===== src/core/adcrp_pkg.sv =====
// package for the conversion result output port: widths, bit positions, mode constants, coding and state enums
// assumes nothing beyond a systemverilog compiler
`default_nettype none
package adcrp_pkg;
	localparam int RESULT_W    = 12;
	localparam int LEAD_ZEROS  = 4;
	localparam int FRAME_BITS  = LEAD_ZEROS + RESULT_W;
	localparam int CNT_W       = 5;
	localparam int PIN_MSB     = 11;
	localparam int PIN_BIT10   = 10;
	localparam int PIN_SERIAL_RESULT_OUT   = 5;
	localparam int PIN_SCLK    = 4;
	localparam int PIN_RFS     = 3;
	localparam logic MODE_SERIAL   = 1'b0;
	localparam logic MODE_PARALLEL = 1'b1;
	localparam logic [CNT_W-1:0] CNT_ZERO = 5'h00;
	localparam logic [CNT_W-1:0] CNT_ONE  = 5'h01;
	localparam logic [CNT_W-1:0] CNT_FULL = 5'h10;
	localparam logic [RESULT_W-1:0] OFFSET_FLIP = 12'h800;

	typedef enum logic {
		ADCRP_TWOS_COMP,
		ADCRP_STRAIGHT_BIN
	} adcrp_coding_t;

	typedef enum logic [1:0] {
		ADCRP_IDLE,
		ADCRP_SHIFT,
		ADCRP_DONE
	} adcrp_state_t;

	// data pin group: driven levels and their enables
	typedef struct packed {
		logic [RESULT_W-1:0] pin_out;
		logic [RESULT_W-1:0] pin_oe;
	} adcrp_pins_t;
endpackage
`default_nettype wire


===== src/core/adcrp_sync.sv =====
// two flip-flop synchroniser for pin inputs
// assumes the async reset is already released synchronously by the caller
`default_nettype none
module adcrp_sync #(
	parameter int WIDTH = 1
) (
	input  wire logic             clk,
	input  wire logic             rst_n,
	input  wire logic [WIDTH-1:0] async_in,
	output var  logic [WIDTH-1:0] sync_out
);
	logic [WIDTH-1:0] stage1;

	always_ff @(posedge clk or negedge rst_n) begin
		if (!rst_n) begin
			stage1   <= '0;
			sync_out <= '0;
		end else begin
			stage1   <= async_in;
			sync_out <= stage1;
		end
	end
endmodule
`default_nettype wire


===== src/core/adcrp_top.sv =====
// conversion result output port: parallel three-state bus or host-clocked serial frame
// assumes the result word arrives from same-clock converter logic; pins come from the board
// Notes on behaviour
// RULE1 - parallel: three-state pins, bit 11 is msb
// RULE2 - serial: host ties bits 11,10 pins low
// RULE3 - serial: host leaves bits 9..6 unconnected
// RULE4 - serial: bit 5 pin is serial output
// RULE5 - frame: four zeros then 12 result bits
// RULE6 - bits valid at sixteen falling clock edges
// RULE7 - coding fixed by variant parameter
// RULE8 - mode low serial, high parallel
// RULE9 - shift out on rising serial clock edges
// RULE10 - host drives frame sync for serial
// RULE11 - parallel outputs enabled only read and select low
// RULE12 - after sixteen bits ignore clock until sync
`default_nettype none
module adcrp_top
	import adcrp_pkg::*;
#(
	parameter adcrp_coding_t CODING = ADCRP_TWOS_COMP
) (
	input  wire logic                          clk,
	input  wire logic                          reset_n,
	input  wire logic [adcrp_pkg::RESULT_W-1:0] result,
	input  wire logic                          result_valid,
	input  wire logic                          mode_sel,
	input  wire logic                          read_n,
	input  wire logic                          chip_sel_n,
	input  wire logic [adcrp_pkg::RESULT_W-1:0] pin_in,
	output var  adcrp_pkg::adcrp_pins_t         pins,
	output var  logic                          frame_busy
);
	import adcrp_pkg::*;

	logic                rst_meta;
	logic                rst_n;
	logic [4:0]          sync_q;
	logic                mode_q;
	logic                rd_q;
	logic                cs_q;
	logic                sclk_q;
	logic                rfs_q;
	logic                sclk_prev;
	logic                rfs_prev;
	logic                sclk_rise;
	logic                rfs_fall;
	logic [RESULT_W-1:0] held;
	logic [RESULT_W-1:0] coded;
	logic [FRAME_BITS-1:0] shreg;
	logic [CNT_W-1:0]    bit_cnt;
	logic                ser_bit;
	logic                par_en;
	adcrp_state_t        state;
	logic [1:0]          settle;

	// reset asserts at once, releases through two flops
	always_ff @(posedge clk or negedge reset_n) begin
		if (!reset_n) begin
			rst_meta <= 1'b0;
			rst_n    <= 1'b0;
		end else begin
			rst_meta <= 1'b1;
			rst_n    <= rst_meta;
		end
	end

	// the five pins the logic reads (mode, read, select, serial clock, frame sync) cross into the clock domain here
	adcrp_sync #(
		.WIDTH(5)
	) u_sync (
		.clk      (clk),
		.rst_n    (rst_n),
		.async_in ({mode_sel, read_n, chip_sel_n, pin_in[PIN_SCLK], pin_in[PIN_RFS]}),
		.sync_out (sync_q)
	);

	// synchronised pins; the two test-low pins are not read, host holds them low [RULE2]
	assign mode_q = sync_q[4]; // [RULE8]
	assign rd_q   = sync_q[3];
	assign cs_q   = sync_q[2];
	assign sclk_q = sync_q[1];
	assign rfs_q  = sync_q[0];

	always_ff @(posedge clk or negedge rst_n) begin
		if (!rst_n) begin
			// synchroniser resets low; match it so no false frame sync follows reset
			sclk_prev <= 1'b0;
			rfs_prev  <= 1'b0;
		end else begin
			sclk_prev <= sclk_q;
			rfs_prev  <= rfs_q;
		end
	end

	assign sclk_rise = sclk_q & ~sclk_prev;
	assign rfs_fall  = ~rfs_q & rfs_prev;

	// variant coding: natural binary is the offset form of the two's complement core word
	always_comb begin
		if (CODING == ADCRP_STRAIGHT_BIN) begin
			coded = result ^ OFFSET_FLIP; // [RULE7]
		end else begin
			coded = result; // [RULE7]
		end
	end

	always_ff @(posedge clk or negedge rst_n) begin
		if (!rst_n) begin
			held <= '0;
		end else if (result_valid) begin
			held <= coded;
		end
	end

	// serial frame engine on host clock edges seen through the synchroniser
	always_ff @(posedge clk or negedge rst_n) begin
		if (!rst_n) begin
			state   <= ADCRP_IDLE;
			shreg   <= '0;
			bit_cnt <= CNT_ZERO;
		end else if (mode_q != MODE_SERIAL) begin
			// leaving serial mode drops any frame in progress
			state   <= ADCRP_IDLE;
			bit_cnt <= CNT_ZERO;
		end else if (rfs_fall) begin
			// frame sync from host starts a new word [RULE10]
			state   <= ADCRP_SHIFT;
			shreg   <= {{LEAD_ZEROS{1'b0}}, held}; // [RULE5]
			bit_cnt <= CNT_ZERO;
		end else begin
			case (state)
				ADCRP_IDLE: begin
				end
				ADCRP_SHIFT: begin
					if (sclk_rise) begin
						// next bit on rising edge, stable for the falling one [RULE9] [RULE6]
						shreg   <= {shreg[FRAME_BITS-2:0], 1'b0};
						bit_cnt <= cnt_inc(bit_cnt);
						if (bit_cnt == CNT_FULL - CNT_ONE) begin
							state <= ADCRP_DONE; // [RULE12]
						end
					end
				end
				ADCRP_DONE: begin
					// further clocks ignored until a new frame sync [RULE12]
				end
				default: begin
					state <= ADCRP_IDLE;
				end
			endcase
		end
	end

	// counter step kept at the counter width
	function automatic logic [CNT_W-1:0] cnt_inc(input logic [CNT_W-1:0] c);
		cnt_inc = c + CNT_ONE;
	endfunction

	// first bit is out from frame sync until first rising edge
	always_ff @(posedge clk or negedge rst_n) begin
		if (!rst_n) begin
			ser_bit <= 1'b0;
		end else if (mode_q == MODE_SERIAL && rfs_fall) begin
			ser_bit <= 1'b0; // [RULE5]
		end else if (state == ADCRP_SHIFT && sclk_rise && bit_cnt != CNT_FULL - CNT_ONE) begin
			ser_bit <= shreg[FRAME_BITS-2]; // [RULE9]
		end else if (state == ADCRP_SHIFT) begin
			ser_bit <= shreg[FRAME_BITS-1];
		end else if (state != ADCRP_SHIFT) begin
			ser_bit <= 1'b0;
		end
	end

	// read and select are both active low
	assign par_en = (mode_q == MODE_PARALLEL) && !rd_q && !cs_q; // [RULE11]

	// synchronised mode reads as serial until real pin levels arrive
	always_ff @(posedge clk or negedge rst_n) begin
		if (!rst_n) begin
			settle <= 2'h0;
		end else begin
			settle <= {settle[0], 1'b1};
		end
	end

	// busy flag follows the frame engine one clock late
	always_ff @(posedge clk or negedge rst_n) begin
		if (!rst_n) begin
			frame_busy <= 1'b0;
		end else if (!settle[1]) begin
			frame_busy <= 1'b0;
		end else begin
			frame_busy <= (mode_q == MODE_SERIAL) && (state == ADCRP_SHIFT);
		end
	end

	// pin drivers from flip-flops
	always_ff @(posedge clk or negedge rst_n) begin
		if (!rst_n) begin
			pins <= '0;
		end else if (!settle[1]) begin
			// no pin is driven on a mode that is not yet known
			pins <= '0;
		end else begin
			if (mode_q == MODE_PARALLEL) begin
				pins.pin_out <= held; // [RULE1]
				pins.pin_oe  <= {RESULT_W{par_en}}; // [RULE1] [RULE11]
			end else begin
				// only the serial output pin drives; bits 9..6 float [RULE3]
				pins.pin_out            <= '0;
				pins.pin_oe             <= '0;
				pins.pin_out[PIN_SERIAL_RESULT_OUT] <= ser_bit; // [RULE4]
				pins.pin_oe[PIN_SERIAL_RESULT_OUT]  <= 1'b1; // [RULE4]
			end
		end
	end
endmodule
`default_nettype wire


===== config.mk =====
export PLATFORM = sky130hd
export DESIGN_NAME = adcrp_top
export DESIGN_NICKNAME = d
export VERILOG_FILES = /design/src/core/adcrp_pkg.sv /design/src/core/adcrp_sync.sv /design/src/core/adcrp_top.sv
export SDC_FILE = /design/constraint.sdc
export NUM_CORES = 1
export LEC_CHECK = 0
export BUFFER_PORTS_ARGS = -buffer_cell sky130_fd_sc_hd__buf_4
export CORE_AREA = 4 4 98 100
export CTS_CLUSTER_DIAMETER = 30
export CTS_CLUSTER_SIZE = 28
export DETAILED_ROUTE_END_ITERATION = 10
export DIE_AREA = 0 0 102 104
export MAX_ROUTING_LAYER = met4
export PLACE_DENSITY_LB_ADDON = 0.2
export SYNTH_ARGS = -nofsm -noshare
export SYNTH_HDL_FRONTEND = slang
export SYNTH_SLANG_ARGS = --single-unit

===== constraint.sdc =====
create_clock -name clk -period 3.1 [get_ports clk]
set_input_delay 0.155 -clock clk [delete_from_list [all_inputs] [get_ports clk]]
set_output_delay 0.155 -clock clk [all_outputs]
set_load 0.1 [all_outputs]

==> results of run 1 <==
[critical path, cell delays in order (launching register included)]
cell and delay, ps:
dfrtp_1 620, nand2b_1 620, nand2b_1 310, a211oi_1 280
[cell type report]
cell class | instances | share of cell area [%]
clock buffers | 10 | 4.197
multi-input cells | 104 | 23.62
flip-flops and latches | 67 | 51.16
repair buffers | 53 | 12.59
well taps | 108 | 4.121
clock inverters | 6 | 2.709
inverters | 14 | 1.602
[synth_stat cells (all sizes together) (2+ instances only)]
| cell | number | area (µm²) |
|---|---|---|
| dfrtp | 67 | 1677 |
| buf | 17 | 118.9 |
| inv | 14 | 52.55 |
| nor3b | 14 | 110.1 |
| and3 | 12 | 75.07 |
| mux2 | 12 | 135.1 |
| a31oi | 11 | 68.82 |
| o22a | 11 | 96.34 |
| a21oi | 6 | 30.03 |
| clkbuf | 6 | 22.52 |
| a22o | 5 | 43.79 |
| nor2 | 4 | 15.01 |
| nand2 | 3 | 11.26 |
| nand2b | 3 | 18.77 |
| o21ai | 3 | 15.01 |
| ha | 2 | 25.02 |
| mux2i | 2 | 20.02 |
| nor2b | 2 | 12.51 |
| nor3 | 2 | 10.01 |
| or3 | 2 | 12.51 |
[where the power goes]
part | internal (µW) | switching (µW) | total, µW
Sequential | 944 | 49.4 | 994
Clock | 474 | 343 | 817
Combinational | 102 | 168 | 270
Total | 1520 | 560 | 2080
[sequential cells by signal, indices dropped and copies added, names as in the netlist, 2 cells and up]
register	flops
u_sync.stage1	5
state	2
settle	2
shreg	16
held	12
u_sync.sync_out	5
pins	14
bit_cnt	5
[layer usage]
| metal | up-vias | track usage [%] |
|---|---|---|
| li1 | 801 | - |
| met1 | 834 | 14.87 |
| met2 | 41 | 15.60 |
| met3 | 7 | 3.823 |
| met4 | 0 | 4.780 |
| met5 | - | - |
[through the flow]
step,cells,hold WS (ps),total power [µW],util (%),area [µm²]
after floorplan,208,-140.6,1206,-,2645
after global placement,340,-61.63,1275,34.49,2993
after detailed placement,340,-61.54,1279,34.49,2993
after CTS,362,20.30,2112,37.79,3279
after global routing,362,15.41,2175,37.79,3279
final,362,35.55,2080,37.79,3279
[logic make-up (layout without fill, tap and decap cells)]
kind of cell	count (synthesis)	after routing	synth area share [%]
AND/OR/NAND/NOR	46	46	11.37
multiplexers	14	14	5.874
XOR/XNOR	1	1	0.3317
other	1	2	0.1420
flip-flops	67	67	63.48
adder cells (fa/ha/maj)	2	2	0.9473
buffers and inverters	37	83	7.342
AO/OA/AOI/OAI	39	39	10.52
[worst max path at each step]
stage / start / end / slack [ps]
after detailed placement: u_sync.sync_out[0] / bit_cnt[4] / 1170
after floorplan: rst_n / bit_cnt[0] / 1100
after global routing: u_sync.sync_out[0] / bit_cnt[4] / 950
final: u_sync.sync_out[0] / bit_cnt[4] / 1160
after CTS: u_sync.sync_out[0] / bit_cnt[4] / 1140
after global placement: u_sync.sync_out[0] / shreg[9] / 1220
[repair_timing]
item,in CTS,in global routing
hold buffers,6,0
setup endpoints to repair,0,0
hold endpoints to repair,7,0
buffers inserted,0,0
==> results by group, run 1 <==
Outcome
  • Status: finished, final reports clean

Timing
  • Slew Viols, Final: 0
  • Setup Skew: ~6.9 ps
  • Fin crit period: 1939 ps
  • Worst Tran Pin Value: approximately 820 ps
  • RSZ-0062 raised after global routing: no
  • Rel. slew slack: 45.30%
  • Final setup fails: 0
  • Peak Freq: about 520 MHz
  • Final hold vios: 0
  • Final WS setup: 1161 ps
  • Final Cycle Share: between 60% and 70%
  • Setup TNS: 0 ps

Synth
  • Synth cell types: 32
  • FFs w/ async S/R, synth: 100.0%
  • Syn avg cell area: roughly 13 µm²
  • Yosys Warn Count: 0
  • Number of flops mapped to enable cells by yosys: 0
  • Post-synthesis sequential area ratio: a little under two thirds
  • Synth Flop Type: dfrtp_1
  • Post-synthesis register bit count: 67
  • Area of the mapped netlist: 2641 µm²
  • Cells after Synth: between 200 and 250

Placed design
  • DP HPWL: 3300 µm
  • GPL Wtd Cong: about 0.7
  • Dpl ws: roughly 1200 ps
  • IO Port Bufs: between 40 and 50

Critical path
  • CP Class: reg -> reg
  • CP max FO: 17
  • Crit path capture type: register
  • R2r setup slk: 1160 ps
  • Worst r2r path cells: 3
  • CP required: 3350 ps
  • Arrival time worst endpoint: about 2200 ps
  • CP Launch Type: register
  • R2r endpoint: bit_cnt[4]
  • Worst flop-to-flop path startpoint: u_sync.sync_out[0]

Die
  • Die X: about 100 µm
  • # IOs: 55
  • Rows: 34
  • Die Ht: 104 µm
  • Core ar.: approximately 8700 µm²
  • Starting Density: a little under a third
  • DIE AREA: 10610 µm²

Global routing
  • Initial antenna violation count: 0
  • Vias in the first global route: ~1700
  • Global route overflow: 0
  • All-layer global routing usage: between 10% and 20%
  • Largest net degree at the start of global routing: 66
  • Global-route wire length before repair: 8901 µm

Pwr
  • Power Density: 634.4 nW/µm²
  • Maximum VDD drop: 0.2170 mV
  • Leakage power: 0.001543 µW

Worst hold path
  • Worst Hold Path EP: held[7]
  • Worst min-delay path startpoint: result[7]
  • Tightest Hold Check Type: in -> reg
  • WHS Path Cells: 2

Routing
  • Met3 WL post-DR: ~260 µm
  • Initial DRC Count: 76
  • Avg WL per Cell: approximately 15 µm
  • WL final: around 5300 µm
  • Antenna-violating nets left: 0
  • Top sig layer: met4
  • Met2 WL: roughly 2400 µm
  • Routed met1 length: 2519 µm
  • Vias per Instance: approximately 4.6
  • Via Count: approximately 1700
  • Drc violations: 0
  • Iteration count of the initial detailed-routing pass: 4

Clock network
  • CTS max path bufs: 2
  • CTS Sinks: 67
  • # resized after CTS: 0
  • TritonCTS clock tree: done
  • Clock Latency Late Sink: 340 ps
  • Inserted Clock Buffers: 9
  • Clock-pin slew on the worst setup and hold paths: 80 ps
  • CTS root buf: clkbuf_8
  • # H-tree levels: 3

Layout
  • Most common cell after layout, fill and taps aside: dfrtp_1
  • Most frequent cells in the layout: dfrtp_1, buf_4, inv_1
  • Flip-flop and latch area: ~1700 µm²
  • Antenna Diode Count: 0
  • # nets final: approximately 280
  • Multi-input gate area: just under 800 µm²
  • Share of layout cells above drive strength 1: just over 30%
  • Fill cell total of the finished layout: 854
  • P&R area growth vs syn: 24.16%

Run
  • Max-cap viol count: 0
No activity file was read; power rests on OpenSTA's default activity.
==> run 2, diff against run 1 <==
Clock period 3.1 ns to 1.56 ns, I/O delays scaled along.
==> results by group, run 2 (synthesis results as in run 1) <==
Pwr
  • Sequential Power Share: 49.9%
  • Net Switching: about 1000 µW
  • Clock Power Share: a little over a third
  • Sw Ratio: between 20% and 30%
  • Power Density: roughly 1100 nW/µm²
  • Maximum VDD drop: between 0.5 and 0.6 mV
  • Cell Int Power: ~2900 µW
  • Leakage power: ~0.0016 µW
  • Part of the power in combinational logic: ~15%

Clock network
  • Clock Latency Late Sink: between 300 and 400 ps
  • Clock-pin slew on the worst setup and hold paths: 70 ps
  • CTS Sinks: 67
  • TritonCTS clock tree: done
  • CTS max path bufs: 2
  • Inserted Clock Buffers: 9
  • # H-tree levels: 3
  • CTS root buf: clkbuf_8

Global routing
  • Vias in the first global route: roughly 1800
  • Largest net degree at the start of global routing: 38
  • Initial antenna violation count: 0
  • All-layer global routing usage: roughly 11%
  • Global route overflow: 0
  • Global-route wire length before repair: 8942 µm

Layout
  • Final Cell Area: 3470 µm²
  • Antenna Diode Count: 0
  • P&R area growth vs syn: 31.36%
  • Largest Register: shreg
  • # nets final: just over 300
  • Most common cell after layout, fill and taps aside: dfrtp_1
  • Top Registers: shreg x16, pins x14, held x12
  • Max reg flops: 16
  • Most frequent cells in the layout: dfrtp_1, buf_4, dlygate4sd3_1
  • Share of layout cells above drive strength 1: 32.13%
  • Non-filler instance count after layout: 385

Critical path
  • Crit path largest cell delay: between 300 and 400 ps
  • CP max FO: 2
  • Crit path capture type: register
  • CP Class: reg -> reg
  • Cells along the critical path: ha_2, and3_1, ha_2, buf_4, a31o_2, a21oi_2
  • CP Launch Type: register
  • CP required: 1820 ps
  • Arrival time worst endpoint: between 1500 and 2000 ps
  • CP max-delay cell: dfrtp_1
  • Critical Path Most Common Cell: ha_2

Routing
  • Drc violations: 0
  • Iteration count of the initial detailed-routing pass: 4
  • Antenna-violating nets left: 0
  • Initial DRC Count: slightly above 70
  • Via Count: 1720
  • Vias per Instance: around 4.5
  • WL final: around 5300 µm
  • Avg WL per Cell: approximately 14 µm

Timing
  • Setup Skew: between 8 and 9 ps
  • Setup TNS: 0 ps
  • Slew Viols, Final: 0
  • Peak Freq: between 600 and 700 MHz
  • Final hold vios: 0
  • Final Cycle Share: about 95%
  • RSZ-0062 raised after global routing: no
  • Final WS setup: roughly 76 ps
  • Final setup fails: 0
  • Fin crit period: ~1500 ps

Placed design
  • Dpl ws: -22.98 ps
  • Dpl cells: ~350
  • IO Port Bufs: 44
  • GPL Wtd Cong: about 0.69
  • Area after DPL: 3088 µm²
  • DP HPWL: around 3500 µm

Die
  • Die X: between 100 and 150 µm
  • DIE AREA: approximately 11000 µm²
  • Rows: 34
  • Die Ht: between 100 and 150 µm
  • Core ar.: 8678 µm²
  • Starting Density: 30.44%
  • # IOs: 55

Outcome
  • Status: finished, final reports clean

Run
  • Max-cap viol count: 0

Worst hold path
  • Tightest Hold Check Type: in -> async
==> run 2: what timing repair did <==
| action | CTS | global route |
|---|---|---|
| endpoints found under the hold margin | 19 | 0 |
| setup buffers | 0 | 0 |
| gates cloned | 0 | 0 |
| hold buffers | 18 | 0 |
| setup endpoints to repair | 2 | 2 |
| pin swaps | 0 | 1 |
| gates resized for setup | 2 | 2 |
==> run 2: power groups by stage <==
stage | clock [µW] | combinational (µW) | sequential [µW]
2_1_floorplan | 0 | 267 | 2130
3_3_place_gp | 0 | 557 | 1990
3_5_place_dp | 0 | 560 | 2000
4_1_cts | 1450 | 600 | 1960
5_1_grt | 1520 | 642 | 1980
6_report | 1380 | 590 | 1960
==> run 2: critical path: cells and delay by family (launching register included) <==
kind | cells | cell delay, ps
AO/OA/AOI/OAI | 2 | 360
adder cells (fa/ha/maj) | 2 | 360
buffers and inverters | 1 | 130
flip-flops | 1 | 390
AND/OR/NAND/NOR | 1 | 180
==> run 2: worst paths after layout <==
kind | startpoint | to | slack (ps) | cells past startpoint
hold / removal | reset_n | rst_meta | 70 | 2
max in group asynchronous | rst_n | ser_bit | 920 | 1
setup reg to reg | bit_cnt[1] | state[0] | 80 | 6
hold reg to reg | rst_n | held[7] | 280 | 1
min in group clk | result_valid | held[10] | 150 | 2
setup / recovery | bit_cnt[1] | state[0] | 80 | 6
==> run 2: routing by layer <==
metal	GRT usage, %	vias to the layer above	wire (µm)
li1	-	840	-
met3	4.359	6	252
met2	15.74	33	2467
met5	-	-	0
met1	14.62	841	2506
met4	3.655	0	77
==> run 2: through the flow <==
step           util (%)  total power, µW  hold WS [ps]
2_1_floorplan         -             2397        -217.6
6_report          39.98             3938         68.01
3_5_place_dp      35.58             2557        -137.7
4_1_cts           39.92             4012         27.93
5_1_grt           39.98             4147         64.43
3_3_place_gp      35.58             2549        -138.7
==> run 2: final cells by class <==
class | instances | area [µm²]
inverters | 14 | 52.55
flip-flops and latches | 67 | 1678
well taps | 108 | 135.1
clock inverters | 2 | 35.03
multi-input cells | 104 | 788.3
clock buffers | 14 | 152.6
fillers | 869 | 5209
repair buffers | 76 | 628.1
==> run 3, diff against run 2 <==
--- a/config.mk
+++ b/config.mk
@@ -7,4 +7,5 @@
 export LEC_CHECK = 0
 export BUFFER_PORTS_ARGS = -buffer_cell sky130_fd_sc_hd__buf_4
+export CAP_MARGIN = 15
 export CORE_AREA = 4 4 98 100
 export CTS_CLUSTER_DIAMETER = 30
==> constraint.sdc (replaced) <==
create_clock -name clk -period 1.56 [get_ports clk]
set_input_delay 0.312 -clock clk [delete_from_list [all_inputs] [get_ports clk]]
set_output_delay 0.312 -clock clk [all_outputs]
set_load 0.1 [all_outputs]
==> results by group, run 3 (synthesis results as in run 1) <==
Timing
  • RSZ-0062 raised after global routing: yes
  • Final WS setup: ~80 ps
  • Rel. slew slack: 66.07%
  • Worst Tran Pin Value: 509.0 ps
  • Setup Skew: between 10 and 15 ps
  • Final hold vios: 0
  • Peak Freq: slightly below 700 MHz
  • Fin crit period: ~1500 ps
  • Slew Viols, Final: 0
  • Final setup fails: 0
  • Setup TNS: 0 ps
  • Final Cycle Share: a little over nine tenths

Placed design
  • Dpl ws: -31.77 ps
  • IO Port Bufs: 44
  • Dpl cells: between 300 and 400
  • GPL Wtd Cong: approximately 0.75
  • DP HPWL: between 3000 and 4000 µm

Routing
  • Drc violations: 0
  • Antenna-violating nets left: 0
  • Initial DRC Count: between 70 and 80
  • Iteration count of the initial detailed-routing pass: 5
  • Avg WL per Cell: 14.15 µm
  • Via Count: between 1500 and 2000
  • Vias per Instance: ~4.6
  • WL final: roughly 5200 µm

Clock network
  • CTS max path bufs: 2
  • TritonCTS clock tree: done
  • # H-tree levels: 3
  • Clock-pin slew on the worst setup and hold paths: ~70 ps
  • CTS Sinks: 67
  • Inserted Clock Buffers: 9
  • CTS root buf: clkbuf_8
  • Clock Latency Late Sink: between 300 and 400 ps

Critical path
  • Worst r2r path cells: 6
  • Cells along the critical path: ha_2, and3_4, ha_4, buf_4, a31o_2, a21oi_1
  • CP Launch Type: register
  • CP required: between 1500 and 2000 ps
  • Crit path capture type: register
  • Crit path largest cell delay: between 300 and 400 ps
  • CP max FO: 2
  • CP max-delay cell: dfrtp_1
  • Cell depth of the worst setup path: 6
  • WP buf/inv: 1
  • Arrival time worst endpoint: 1740 ps
  • Crit-path leading delay family: flip-flops
  • CP Class: reg -> reg

Global routing
  • All-layer global routing usage: a little over a tenth
  • Vias in the first global route: around 1700
  • Global-route wire length before repair: 8535 µm
  • Largest net degree at the start of global routing: 66
  • Initial antenna violation count: 0
  • Global route overflow: 0

Pwr
  • Power Density: 1186 nW/µm²
  • Maximum VDD drop: 0.4750 mV
  • Leakage power: about 0.0016 µW

Worst hold path
  • Tightest Hold Check Type: in -> reg
  • WHS Path Cells: 1

Layout
  • Non-filler instance count after layout: 369
  • Top Registers: shreg x16, pins x14, held x12
  • Antenna Diode Count: 0
  • Most frequent cells in the layout: dfrtp_1, buf_4, inv_1
  • Share of layout cells above drive strength 1: between 30% and 40%
  • P&R area growth vs syn: 26.72%
  • Max reg flops: 16
  • Largest Register: shreg
  • # nets final: roughly 290
  • Most common cell after layout, fill and taps aside: dfrtp_1

Outcome
  • Status: finished, final reports clean

Die
  • # IOs: between 50 and 60
  • Rows: 34
  • DIE AREA: 10610 µm²
  • Starting Density: a little over 30%
  • Die X: slightly above 100 µm
  • Die Ht: 104 µm
  • Core ar.: just under 9000 µm²

Run
  • Max-cap viol count: 0
## run 3: path summary, 6_finish.rpt
check                                start          endpoint  slack (ps)
max in group asynchronous            rst_n          pins[10]         980
worst max-delay path            bit_cnt[1]          state[0]          80
min in group asynchronous            rst_n          pins[19]         280
worst min register to register       rst_n          pins[19]         280
worst min-delay path             pin_in[4]  u_sync.stage1[1]          70
worst max register to register  bit_cnt[1]          state[0]          80
## run 3: worst reg2reg max path, cell delays in order, from the launching register on
cell and delay [ps]:
dfrtp_1 380, ha_2 190, and3_4 180, ha_4 150, buf_4 120, a31o_2 230, a21oi_1 140
## run 3: report_power, final
group / total, µW / internal, µW / leakage (µW) / switching, µW
sequential: 1960 / 1880 / 0.000826 / 87.1
clock: 1450 / 781 / 0.000102 / 666
combinational: 557 / 212 / 0.000652 / 345
total: 3970 / 2870 / 0.00158 / 1100
## run 3: area by class of cell
type	count	area, µm²
Clock inverter	6	65.06
Tap cell	108	135.1
Sequential cell	67	1679
Multi-Input combinational cell	104	799.5
Inverter	14	52.55
Fill cell	870	5331
Clock buffer	10	137.6
Timing Repair Buffer	60	478.0
## run 3: through the flow
stage	util (%)	hold WS (ps)	instance area, µm²	total power, µW
after floorplan	-	16.41	2648	2397
after global placement	35.74	95.31	3102	2554
after detailed placement	35.74	97.52	3102	2559
after CTS	38.28	49.69	3322	4041
after global routing	38.57	49.70	3347	4168
final	38.57	72.74	3347	3969
## run 3: repair_timing
action | CTS | global route
setup buffers | 0 | 1
endpoints found under the hold margin | 2 | 0
setup endpoints to repair | 1 | 2
resized for setup | 2 | 3
hold buffers | 1 | 0
pin swaps | 0 | 4
## run 3: routing by layer
layer,vias to the layer above,GRT usage [%],part of all wire [%]
met4,0,5.061,1.3
met2,45,14.16,45
met5,-,-,0
met1,829,14.97,49
li1,814,-,-
met3,6,3.555,5.2
